===== src/design/trs_pkg.sv =====
// constants shared by the rail sequencer and its per-rail guard
// assumes a 250 MHz core clock; times are held in microseconds and in clock cycles
package trs_pkg;

	// ----------------------------------------------------------------
	// timing
	// ----------------------------------------------------------------
	localparam int unsigned CLK_MHZ    = 250;
	localparam int unsigned SS_MIN_US  = 1500;
	localparam int unsigned GAP_US     = 1000;
	localparam int unsigned SS_DCH_US  = 500;
	localparam int unsigned EN_DCH_US  = 500;
	localparam int unsigned HICCUP_US  = 4000;
	localparam int unsigned SS_MIN_CYC = SS_MIN_US * CLK_MHZ;
	localparam int unsigned GAP_CYC    = GAP_US * CLK_MHZ;
	localparam int unsigned SS_DCH_CYC = SS_DCH_US * CLK_MHZ;
	localparam int unsigned EN_DCH_CYC = EN_DCH_US * CLK_MHZ;
	localparam int unsigned HICCUP_CYC = HICCUP_US * CLK_MHZ;
	localparam int          CNT_W      = 21;

	// ----------------------------------------------------------------
	// over-current blanking
	// ----------------------------------------------------------------
	localparam logic [2:0] STREAK_MAX = 3'h4;
	localparam logic [4:0] BLANK_ONE  = 5'h01;

	// ----------------------------------------------------------------
	// registers
	// ----------------------------------------------------------------
	localparam logic [3:0]  REG_CTRL     = 4'h0;
	localparam logic [3:0]  REG_STATUS   = 4'h4;
	localparam logic [31:0] CTRL_RESET   = 32'h0;
	localparam int          CTRL_HOLD    = 0;
	localparam int          ST_RAIL_LSB  = 0;
	localparam int          ST_LOCK      = 3;
	localparam int          ST_THERM     = 4;
	localparam int          ST_HIC_LSB   = 5;
	localparam int          ST_BUSY      = 8;

	// ----------------------------------------------------------------
	// synchroniser vector layout
	// ----------------------------------------------------------------
	localparam int IX_EN    = 0;
	localparam int IX_MAIN  = 3;
	localparam int IX_SEC   = 4;
	localparam int IX_HOT   = 5;
	localparam int IX_COOL  = 6;
	localparam int IX_MATCH = 7;
	localparam int IX_DONE  = 8;
	localparam int IX_TICK  = 9;
	localparam int IX_OC    = 10;
	localparam int IX_UV    = 13;
	localparam int SYNC_W   = 16;

	typedef enum logic [2:0] {
		S_PWRUP, S_IDLE, S_PRE, S_RAMP, S_GAP, S_DCH
	} trs_state_t;

endpackage : trs_pkg


===== src/design/trs_guard.sv =====
// per-rail over-current blanking and hiccup restart
// assumes tick is a one-cycle pulse per switching cycle, inputs synced
`timescale 1ns/100ps
module trs_guard
	import trs_pkg::*;
#(
	parameter int unsigned HIC_CYC = HICCUP_CYC
)(
	input  wire logic clk,
	input  wire logic reset_n,
	input  wire logic ce,
	input  wire logic rail_on,
	input  wire logic tick,
	input  wire logic oc,
	input  wire logic uv,
	output logic      hs_allow,
	output logic      hiccup
);
	logic [4:0]       blank;
	logic [2:0]       streak;
	logic [CNT_W-1:0] hcnt;
	wire              idle_cyc = blank == 5'h00;
	wire              sample   = ce & tick & idle_cyc & rail_on & ~hiccup;
	wire              trip     = uv & (oc | streak != 3'h0);
	wire              hic_end  = hcnt == CNT_W'(HIC_CYC - 1);

	assign hs_allow = rail_on & ~hiccup & idle_cyc;

	// ----------------------------------------------------------------
	// blanking: 1, 2, 4, 8, then 16 cycles for a running streak
	// ----------------------------------------------------------------
	always_ff @(posedge clk or negedge reset_n)
	begin
		if (!reset_n)
		begin
			blank  <= 5'h00;
			streak <= 3'h0;
		end
		else if (ce & (hiccup | ~rail_on))
		begin
			blank  <= 5'h00;
			streak <= 3'h0;
		end
		else if (ce & tick & ~idle_cyc)
			blank <= blank - 5'h01;
		else if (sample & oc)
		begin
			blank  <= BLANK_ONE << streak;
			streak <= (streak == STREAK_MAX) ? streak : streak + 3'h1;
		end
		else if (sample)
			streak <= 3'h0;
	end

	// ----------------------------------------------------------------
	// hiccup: off for a fixed time, then the sequencer restarts it
	// ----------------------------------------------------------------
	always_ff @(posedge clk or negedge reset_n)
	begin
		if (!reset_n)
		begin
			hiccup <= 1'b0;
			hcnt   <= '0;
		end
		else if (ce & hiccup)
		begin
			hiccup <= ~hic_end;
			hcnt   <= hic_end ? '0 : hcnt + 1'b1;
		end
		else if (ce & rail_on & trip)
			hiccup <= 1'b1;
	end
endmodule : trs_guard


===== src/design/trs_seq.sv =====
// three-rail power-up sequencer with supply and thermal supervision
// assumes comparator results arrive asynchronously; avalon-mm on clk
//
// How it works
// - several tied-high pins start one, two, three
// - next start waits soft-start plus 1 ms
// - grounded pin off; tied-high pin starts immediately
// - rail starts when pin crosses enable threshold
// - power-up discharges pins, then charges them
// - pins rising mid-ramp follow default order
// - blank next cycle after over-current
// - blanking doubles up to sixteen cycles
// - under-voltage in overload shuts rail down
// - hiccup: off fixed time, restart, repeat
// - pre-charge soft-start before charging it
// - ramp complete at 0.8 V
// - discharge soft-start before next rail
// - main supply low disables all rails
// - secondary low with two/three on disables all
// - supply lockout not latched
// - pins held discharged during lockout
// - over-temperature disables rails, discharges pins
// - thermal trip at 160, release 20 lower
`timescale 1ns/100ps
module trs_seq
	import trs_pkg::*;
#(
	parameter int unsigned P_SS_MIN  = SS_MIN_CYC,
	parameter int unsigned P_GAP     = GAP_CYC,
	parameter int unsigned P_SS_DCH  = SS_DCH_CYC,
	parameter int unsigned P_EN_DCH  = EN_DCH_CYC,
	parameter int unsigned P_HICCUP  = HICCUP_CYC
)(
	input  wire logic        clk,
	input  wire logic        reset_n,
	input  wire logic        ce,
	input  wire logic [3:0]  avs_address,
	input  wire logic        avs_read,
	input  wire logic        avs_write,
	input  wire logic [31:0] avs_writedata,
	output logic [31:0]      avs_readdata,
	output logic             avs_waitrequest,
	input  wire logic [2:0]  rail_enable_input,
	input  wire logic        main_supply_low,
	input  wire logic        secondary_supply_low,
	input  wire logic        thermal_hot,
	input  wire logic        thermal_cooled,
	input  wire logic        ss_match,
	input  wire logic        ss_done,
	input  wire logic        sw_tick,
	input  wire logic [2:0]  oc_detect,
	input  wire logic [2:0]  uv_detect,
	output logic             en_discharge,
	output logic             en_source_on,
	output logic [2:0]       rail_enable,
	output logic [2:0]       hs_allow,
	output logic             ss_precharge,
	output logic             ss_charge,
	output logic             ss_discharge
);
	logic [SYNC_W-1:0] sync1;
	logic [SYNC_W-1:0] sync2;
	logic              tick_d;
	logic [2:0]        rail_on;
	logic [2:0]        hiccup;
	logic              thermal;
	logic              hold_off;
	logic              ack;
	logic [CNT_W-1:0]  cnt;
	logic [CNT_W-1:0]  next_cnt;
	trs_state_t        state;
	trs_state_t        next_state;
	logic [2:0]        next_rail_on;

	// ----------------------------------------------------------------
	// input synchroniser
	// ----------------------------------------------------------------
	wire [SYNC_W-1:0] raw = {uv_detect, oc_detect, sw_tick, ss_done,
		ss_match, thermal_cooled, thermal_hot, secondary_supply_low,
		main_supply_low, rail_enable_input};

	// only the second stage is read anywhere
	always_ff @(posedge clk or negedge reset_n)
	begin
		if (!reset_n)
		begin
			sync1  <= '0;
			sync2  <= '0;
			tick_d <= 1'b0;
		end
		else if (ce)
		begin
			sync1  <= raw;
			sync2  <= sync1;
			tick_d <= sync2[IX_TICK];
		end
	end

	wire [2:0] en_s    = sync2[IX_EN +: 3];
	wire       main_lo = sync2[IX_MAIN];
	wire       sec_lo  = sync2[IX_SEC];
	wire       hot_s   = sync2[IX_HOT];
	wire       cool_s  = sync2[IX_COOL];
	wire       match_s = sync2[IX_MATCH];
	wire       done_s  = sync2[IX_DONE];
	wire       tick_p  = sync2[IX_TICK] & ~tick_d;
	wire [2:0] oc_s    = sync2[IX_OC +: 3];
	wire [2:0] uv_s    = sync2[IX_UV +: 3];

	// ----------------------------------------------------------------
	// supervision
	// ----------------------------------------------------------------
	// lockout is a pure level: it clears with its supplies
	wire lockout = main_lo
		| (sec_lo & (rail_on[1] | rail_on[2]));
	wire fault   = lockout | thermal | hold_off;

	// hot sets, cooled clears; set wins when both appear
	always_ff @(posedge clk or negedge reset_n)
	begin
		if (!reset_n)
			thermal <= 1'b0;
		else if (ce)
			thermal <= hot_s | (thermal & ~cool_s);
	end

	// ----------------------------------------------------------------
	// per-rail over-current guards
	// ----------------------------------------------------------------
	genvar g;
	generate
		for (g = 0; g < 3; g++)
		begin : rail
			trs_guard #(
				.HIC_CYC (P_HICCUP)
			) u_guard (
				.clk      (clk),
				.reset_n  (reset_n),
				.ce       (ce),
				.rail_on  (rail_on[g]),
				.tick     (tick_p),
				.oc       (oc_s[g]),
				.uv       (uv_s[g]),
				.hs_allow (hs_allow[g]),
				.hiccup   (hiccup[g])
			);
		end
	endgenerate

	// ----------------------------------------------------------------
	// sequencer
	// ----------------------------------------------------------------
	wire [2:0] pend = en_s & ~rail_on & ~hiccup;
	// lowest index wins, which gives the default order
	wire [2:0] pick = pend & ~{pend[1:0], 1'b0} & ~{pend[0], 2'b0};
	wire       pwr_end = cnt == CNT_W'(P_EN_DCH - 1);
	wire       ss_min  = cnt >= CNT_W'(P_SS_MIN - 1);
	wire       gap_end = cnt == CNT_W'(P_GAP - 1);
	wire       dch_end = cnt == CNT_W'(P_SS_DCH - 1);

	always_comb
	begin
		next_state   = state;
		next_cnt     = cnt + 1'b1;
		// a pin dropping or a hiccup removes its rail at once
		next_rail_on = rail_on & en_s & ~hiccup;
		case (state)
			S_PWRUP:
				if (pwr_end)
				begin
					next_state = S_IDLE;
					next_cnt   = '0;
				end
			S_IDLE:
			begin
				next_cnt = '0;
				if (pend != 3'h0)
				begin
					next_rail_on = next_rail_on | pick;
					next_state   = S_PRE;
				end
			end
			S_PRE:
			begin
				next_cnt = '0;
				if (match_s)
					next_state = S_RAMP;
			end
			S_RAMP:
				if (done_s & ss_min)
				begin
					next_state = S_GAP;
					next_cnt   = '0;
				end
			S_GAP:
				if (gap_end)
				begin
					next_state = S_DCH;
					next_cnt   = '0;
				end
			S_DCH:
				if (dch_end)
				begin
					next_state = S_IDLE;
					next_cnt   = '0;
				end
			default:
			begin
				next_state = S_PWRUP;
				next_cnt   = '0;
			end
		endcase
		if (fault)
		begin
			next_state   = S_PWRUP;
			next_cnt     = '0;
			next_rail_on = 3'h0;
		end
	end

	always_ff @(posedge clk or negedge reset_n)
	begin
		if (!reset_n)
		begin
			state   <= S_PWRUP;
			cnt     <= '0;
			rail_on <= 3'h0;
		end
		else if (ce)
		begin
			state   <= next_state;
			cnt     <= next_cnt;
			rail_on <= next_rail_on;
		end
	end

	assign en_discharge = state == S_PWRUP;
	assign en_source_on = state != S_PWRUP;
	assign rail_enable  = rail_on;
	assign ss_precharge = state == S_PRE;
	assign ss_charge    = state == S_RAMP || state == S_GAP;
	assign ss_discharge = state == S_DCH || state == S_PWRUP;

	// ----------------------------------------------------------------
	// avalon-mm slave, one wait state on every access
	// ----------------------------------------------------------------
	wire req     = avs_read | avs_write;
	wire sel_ctl = avs_address == REG_CTRL;
	wire sel_st  = avs_address == REG_STATUS;
	wire busy    = state != S_IDLE && state != S_PWRUP;

	wire [31:0] status_word = {23'h0, busy, hiccup, thermal, lockout,
		rail_on};
	wire [31:0] ctrl_word   = {31'h0, hold_off};
	wire [31:0] rd_mux      = sel_ctl ? ctrl_word :
		sel_st ? status_word : 32'h0;

	assign avs_waitrequest = ~ack;

	always_ff @(posedge clk or negedge reset_n)
	begin
		if (!reset_n)
		begin
			ack          <= 1'b0;
			avs_readdata <= 32'h0;
			hold_off     <= CTRL_RESET[CTRL_HOLD];
		end
		else if (ce)
		begin
			ack <= req & ~ack;
			if (avs_read & ~ack)
				avs_readdata <= rd_mux;
			if (avs_write & ack & sel_ctl)
				hold_off <= avs_writedata[CTRL_HOLD];
		end
	end
endmodule : trs_seq


===== config.mk =====
export PLATFORM = sky130hd
export DESIGN_NAME = trs_seq
export DESIGN_NICKNAME = d
export VERILOG_FILES = /design/src/design/trs_pkg.sv /design/src/design/trs_guard.sv /design/src/design/trs_seq.sv
export SDC_FILE = /design/constraint.sdc
export NUM_CORES = 1
export LEC_CHECK = 0
export BUFFER_PORTS_ARGS = -buffer_cell sky130_fd_sc_hd__buf_2
export CAP_MARGIN = 10
export CORE_MARGIN = 8
export CORE_UTILIZATION = 59
export CTS_BUF_LIST = sky130_fd_sc_hd__clkbuf_16
export DETAILED_ROUTE_END_ITERATION = 8
export PLACE_DENSITY = 0.82
export SYNTH_ARGS = -nofsm -noshare
export SYNTH_HDL_FRONTEND = slang
export SYNTH_SLANG_ARGS = --single-unit
export TNS_END_PERCENT = 100

===== constraint.sdc =====
create_clock -name clk -period 2.41 [get_ports clk]
set_input_delay 0.3615 -clock clk [delete_from_list [all_inputs] [get_ports clk]]
set_output_delay 0.3615 -clock clk [all_outputs]
set_load 0.01 [all_outputs]

==> results.json, run 1 <==
{
  "core_um2": 14400,
  "pre_cts_slack_ns": 0.0699,
  "max-clock-path-buffers": 2,
  "max_cap_viol_count": 0,
  "layout_common_cells": "162 x dfrtp_1, 82 x nor2_1, 81 x nand2_1, 55 x nand3_1, 44 x buf_2",
  "p_comb_share_pct": 7.1,
  "status": "complete, no violations",
  "drcViolationCount": 0,
  "numPortBuffers": 46,
  "worstSetupPathDepth": 5,
  "start_util_pct": 60.1,
  "fmax_mhz": 435,
  "dp_hpwl_um": 13000,
  "antenna_found_initial": 1,
  "hold_path.class": "input port to flop",
  "drtPass1Iterations": 5,
  "die_x_um": 137,
  "clk_latency_ns": 0.43,
  "grtUsageTotal_pct": 20.8,
  "postSynthAreaPerCell_um2": 9.86,
  "tightestPinTransition_ns": 0.563,
  "p_per_area_nw_per_um2": 620,
  "synth_cell_types": 77,
  "period_minus_slack_ns": 2.30,
  "die_area_um2": 18800,
  "r2r_setup_slack_ns": 0.13,
  "slew_headroom_pct": 62.1,
  "drive_gt1_share_pct": 16.6,
  "layout_commonest_cell": "dfrtp_1",
  "cts.clk_slew.worst_paths_ns": 0.06,
  "worstPathCellList": "inv_1, ha_1, or4b_1, nor2_2, buf_2",
  "worstSetupStartpointType": "flop",
  "crit_path_end": "hs_allow[0]",
  "die_h_um": 137,
  "async_reset_ff_share_pct": 100,
  "critPathBufInv": 2,
  "wire_per_inst_um": 16.6,
  "syn_to_final_growth_pct": 11.3,
  "synth_area_um2": 8670,
  "fin_skew_ns": 0.00646,
  "maxSlewViolCount": 0,
  "startpoint": "rail[0].u_guard.blank[0]",
  "swShare_pct": 23.2,
  "setup_violations": 0,
  "ys.flop_type": "dfrtp_1",
  "critPathCaptureType": "primary output",
  "drt-initial-drc-count": 554,
  "antenna_left": 0,
  "p_int_mw": 4.59,
  "grt_pass1_vias": 6441,
  "nets": 1008,
  "root_buffer": "clkbuf_16",
  "htreeDepth": 4,
  "rows": 44,
  "num_vias": 6747,
  "yosys_warnings": 0,
  "slowest_delay_ns": 0.50,
  "utilization_pct": 66.9,
  "gp_congestion": 0.897,
  "power_leakage_nw": 4.52,
  "gr-total-overflow": 0,
  "clock_power_share_pct": 44.5,
  "crit_fanout": 3,
  "worstPathArrival_ns": 1.94,
  "cp_slowest_cell": "or4b_1",
  "p_sw_mw": 1.39,
  "synth-seq-cells": 162,
  "routed_via_density": 6.01,
  "crit_family": "simple AND/OR/NAND/NOR gates",
  "timing.rr.end": "state[1]",
  "path_class": "flop to primary output",
  "yosysSeqAreaShare_pct": 46.8,
  "r2r_start": "cnt[1]",
  "fill_cells": 1113,
  "grt_pass1_wl_um": 31200,
  "antennaDiodeCount": 0,
  "grt_max_degree": 55,
  "cts_tree": "built",
  "finalHoldViolations": 0,
  "drt-total-wl_um": 18600,
  "pin_count": 101,
  "clock_sinks": 162,
  "setup_slack_ns": 0.111,
  "cts_made_buffers": 17,
  "power_frac_seq_pct": 48.4,
  "finalCritPeriodShare_pct": 95.4,
  "r2r_cells": 8,
  "required_ns": 2.05,
  "synth_edf_count": 0,
  "max-vdd-ir-drop_mv": 0.581,
  "synthCells": 879
}
[state kept, by name, summed over array words and instances (netlist names)]
name                 cells
rail.u_guard.streak      9
sync1                   16
tick_d                   1
cnt                     21
ack                      1
hold_off                 1
avs_readdata             9
thermal                  1
rail.u_guard.hiccup      3
state                    3
rail.u_guard.hcnt       63
rail.u_guard.blank      15
rail_enable              3
sync2                   16
[routing by layer]
metal / vias up / part of all wire, % / global-route usage (%)
li1: 3175 / - / -
met1: 3314 / 45 / 28.0
met5: - / 0.054 / 0
met4: 2 / 1.8 / 8.81
met2: 220 / 46 / 31.3
met3: 36 / 6.7 / 5.51
[through the flow]
stage                     cells  instance area (um^2)  hold WS (ns)  setup TNS, ns  power [mW]
after floorplan             901                  8750        0.0659              0        3.19
after CTS                  1120                  9590         0.144              0        6.02
after global routing       1123                  9650         0.143        -0.0137        6.21
after global placement     1087                  9000         0.317              0        3.34
after detailed placement   1087                  9000         0.318              0        3.36
final                      1123                  9650         0.159              0        5.98
[cell families (layout without fill, tap and decap cells)]
group	after synthesis	after routing	share of synthesized area, %
AO/OA/AOI/OAI	131	131	10.7
multiplexers	41	41	5.24
other	1	23	0.0433
XOR/XNOR	56	56	5.66
AND/OR/NAND/NOR	372	373	22.1
flip-flops	162	162	46.8
buffers and inverters	91	128	5.79
adder cells (fa/ha/maj)	25	25	3.61
[how the worst min path moves through the flow]
stage                end  depth (start not counted)  slack (ns)         start
2_1_floorplan        ack                          0        0.07       reset_n
3_3_place_gp     cnt[16]                          1        0.32       reset_n
3_5_place_dp     cnt[16]                          1        0.32       reset_n
4_1_cts        sync1[10]                          2        0.14  oc_detect[0]
5_1_grt        sync1[12]                          2        0.14  oc_detect[2]
6_report       sync1[10]                          2        0.16  oc_detect[0]
[worst reg2reg max path, stage by stage (launching register included)]
cell,delay [ns]
dfrtp_1,0.42
ha_1,0.28
nand4b_1,0.13
nor4b_2,0.27
a21oi_1,0.13
o211ai_2,0.22
and2_4,0.27
o21ai_2,0.09
a311o_1,0.35
[final cells by class]
cell class / instances / area (um^2) / share of cell area [%]
Multi-Input combinational cell: 649 / 4220 / 43.8
Sequential cell: 162 / 4050 / 42.0
Timing Repair Buffer: 75 / 484 / 5.02
Clock buffer: 17 / 425 / 4.41
Tap cell: 184 / 230 / 2.39
Clock inverter: 15 / 151 / 1.57
Inverter: 21 / 78.8 / 0.817
[synthesized netlist by cell type, types with 6 or more instances]
cell      number  area, um^2
buf_2         10        50.1
a21oi_1       18        90.1
nor3_1        24         120
nor2_1        84         315
clkbuf_1      21        78.8
nand3b_1       9        67.6
buf_4         29         218
and2_1         8        50.1
o21ai_0       24         120
mux2i_1        6        60.1
nand4_1       26         163
nor4_1        11        68.8
ha_1          25         313
inv_1         21        78.8
nand3_1       55         275
a21o_1         8        60.1
a22o_1        22         193
dfrtp_1      162        4050
o31ai_1        7        52.6
nand2_1       81         304
and3_1        26         163
nor2b_1       10        62.6
xnor2_1       32         280
mux2_2        35         394
xor2_1        24         210
[power by group through the flow]
stage	Sequential, mW	Combinational, mW	Clock [mW]
floorplan	2.92	0.273	0
global placement	2.94	0.406	0
detailed placement	2.94	0.421	0
CTS	2.89	0.424	2.71
global route	2.90	0.472	2.84
finish	2.89	0.426	2.66
[timing repair]
| action | in CTS | in global routing |
|---|---|---|
| gates resized for setup | 1 | 4 |
| endpoints found under the hold margin | 42 | 0 |
| setup endpoints to repair | 1 | 20 |
| gates cloned | 0 | 1 |
| setup buffers | 0 | 2 |
| pin swaps | 0 | 1 |
| hold buffers | 1 | 0 |
Note: power is estimated with default switching activity, not from simulation.
==> run 2, diff against run 1 <==
--- a/config.mk
+++ b/config.mk
@@ -8,10 +8,10 @@
 export BUFFER_PORTS_ARGS = -buffer_cell sky130_fd_sc_hd__buf_2
 export CAP_MARGIN = 10
 export CORE_MARGIN = 8
-export CORE_UTILIZATION = 59
+export CORE_UTILIZATION = 45
 export CTS_BUF_LIST = sky130_fd_sc_hd__clkbuf_16
 export DETAILED_ROUTE_END_ITERATION = 8
-export PLACE_DENSITY = 0.82
+export PLACE_DENSITY = 0.65
 export SYNTH_ARGS = -nofsm -noshare
 export SYNTH_HDL_FRONTEND = slang
 export SYNTH_SLANG_ARGS = --single-unit
==> run 2 against run 1 <==
Power is 0.45% lower. Largest power group unchanged. Clock skew is 0.0046 ns higher. Sequential power hardly changed.
==> results.json, run 2 (synthesis results as in run 1) <==
{
  "dp_hpwl_um": 13100,
  "antenna_found_initial": 1,
  "drtPass1Iterations": 5,
  "cts.clk_slew.worst_paths_ns": 0.07,
  "grt_max_degree": 60,
  "largest_reg_flops": 63,
  "pin_count": 101,
  "core_um2": 18800,
  "cp_slowest_cell": "or4b_1",
  "cts_made_buffers": 17,
  "largestRegisters": "rail.u_guard.hcnt (63), cnt (21)",
  "die_h_um": 155,
  "startpoint": "rail[0].u_guard.blank[0]",
  "critPathCaptureType": "primary output",
  "p_comb_share_pct": 7.5,
  "numPortBuffers": 46,
  "syn_to_final_growth_pct": 13.0,
  "crit_path_end": "hs_allow[0]",
  "worstSetupStartpointType": "flop",
  "grtUsageTotal_pct": 15.6,
  "layout_common_cells": "162 x dfrtp_1, 82 x nor2_1, 80 x nand2_1, 55 x nand3_1, 44 x buf_2",
  "antenna_left": 0,
  "setup_violations": 0,
  "holdWs_ns": 0.162,
  "die_area_um2": 24000,
  "design_area_um2": 9790,
  "p_sw_mw": 1.50,
  "wire_per_inst_um": 15.1,
  "worstPathCellList": "inv_1, ha_1, or4b_1, nor2_2, buf_2",
  "htreeDepth": 4,
  "r2r_cells": 8,
  "p_total_mw": 5.95,
  "maxSlewViolCount": 0,
  "fmax_mhz": 437,
  "layout_commonest_cell": "dfrtp_1",
  "root_buffer": "clkbuf_16",
  "power_leakage_nw": 4.54,
  "finalCritPeriodShare_pct": 94.9,
  "gp_congestion": 0.864,
  "fin_skew_ns": 0.0111,
  "swShare_pct": 25.2,
  "gr-total-overflow": 0,
  "num_vias": 6488,
  "tightestPinTransition_ns": 0.568,
  "start_util_pct": 46.0,
  "status": "complete, no violations",
  "max-clock-path-buffers": 2,
  "hold_path.class": "input port to flop",
  "max_cap_viol_count": 0,
  "slowest_delay_ns": 0.50,
  "drt-initial-drc-count": 415,
  "drt-total-wl_um": 18200,
  "postPlaceCellArea_um2": 9160,
  "period_minus_slack_ns": 2.29,
  "utilization_pct": 52.0,
  "required_ns": 2.05,
  "drcViolationCount": 0,
  "p_int_mw": 4.45,
  "cts_tree": "built",
  "crit_fanout": 3,
  "clock_power_share_pct": 44.1,
  "grt_pass1_vias": 6273,
  "die_x_um": 155,
  "slew_headroom_pct": 62.2,
  "grt_pass1_wl_um": 30800,
  "max-vdd-ir-drop_mv": 0.513,
  "routed_via_density": 5.38,
  "antennaDiodeCount": 0,
  "drive_gt1_share_pct": 17.9,
  "r2r_setup_slack_ns": 0.18,
  "clk_latency_ns": 0.43,
  "rows": 50,
  "clock_sinks": 162,
  "regMostFlops": "rail.u_guard.hcnt",
  "worstPathArrival_ns": 1.93,
  "p_per_area_nw_per_um2": 608,
  "power_frac_seq_pct": 48.4,
  "r2r_start": "cnt[19]",
  "path_class": "flop to primary output",
  "nets": 1014,
  "timing.rr.end": "cnt[15]",
  "finalHoldViolations": 0
}
## run 2: critical path, delay by kind of cell (launching register included)
family                     cells  cell delay (ns)
adders and majority gates      1             0.14
buffers and inverters          2             0.27
DFF                            1             0.39
and+or+nand+nor                2             0.70
## run 2: worst min path at each step
stage,startpoint,depth (start not counted),slack (ns),to
2_1_floorplan,reset_n,0,0.07,ack
3_3_place_gp,reset_n,1,0.38,sync1[8]
3_5_place_dp,reset_n,1,0.39,sync1[8]
4_1_cts,ss_done,2,0.14,sync1[8]
5_1_grt,main_supply_low,2,0.15,sync1[3]
6_report,ss_done,2,0.16,sync1[8]
## run 2: metal layers
| layer | wire length (um) | GRT usage (%) |
|---|---|---|
| met1 | 8740 | 20.9 |
| met2 | 8360 | 24.6 |
| met3 | 809 | 3.65 |
| met4 | 242 | 4.99 |
| met5 | 13 | 0 |
## run 2: power by group through the flow
stage / logic [mW] / clock network, mW / registers, mW
floorplan: 0.273 / 0 / 2.92
global placement: 0.418 / 0 / 2.93
detailed placement: 0.431 / 0 / 2.94
CTS: 0.434 / 2.70 / 2.89
global route: 0.502 / 2.80 / 2.90
finish: 0.444 / 2.63 / 2.88
## run 2: cell type report
class / count / area, um^2
clock buffers: 17 / 425
clock inverters: 15 / 144
fillers: 1718 / 9040
inverters: 21 / 78.8
multi-input cells: 648 / 4220
flip-flops and latches: 162 / 4050
well taps: 260 / 325
repair buffers: 82 / 549
## run 2: stage by stage
| step | instances | TNS [ns] | worst slack (ns) |
|---|---|---|---|
| final | 1205 | 0 | 0.123 |
| after global routing | 1205 | -0.0224 | -0.0224 |
| after CTS | 1200 | 0 | 0.0142 |
| after detailed placement | 1167 | 0 | 0.128 |
| after global placement | 1167 | 0 | 0.166 |
| after floorplan | 901 | 0 | 0.298 |
## run 2: timing repair
item,in CTS,in global routing
setup buffers,0,5
endpoints found under the setup margin,0,24
hold endpoints to repair,55,0
gates resized for setup,0,5
hold buffers,1,0
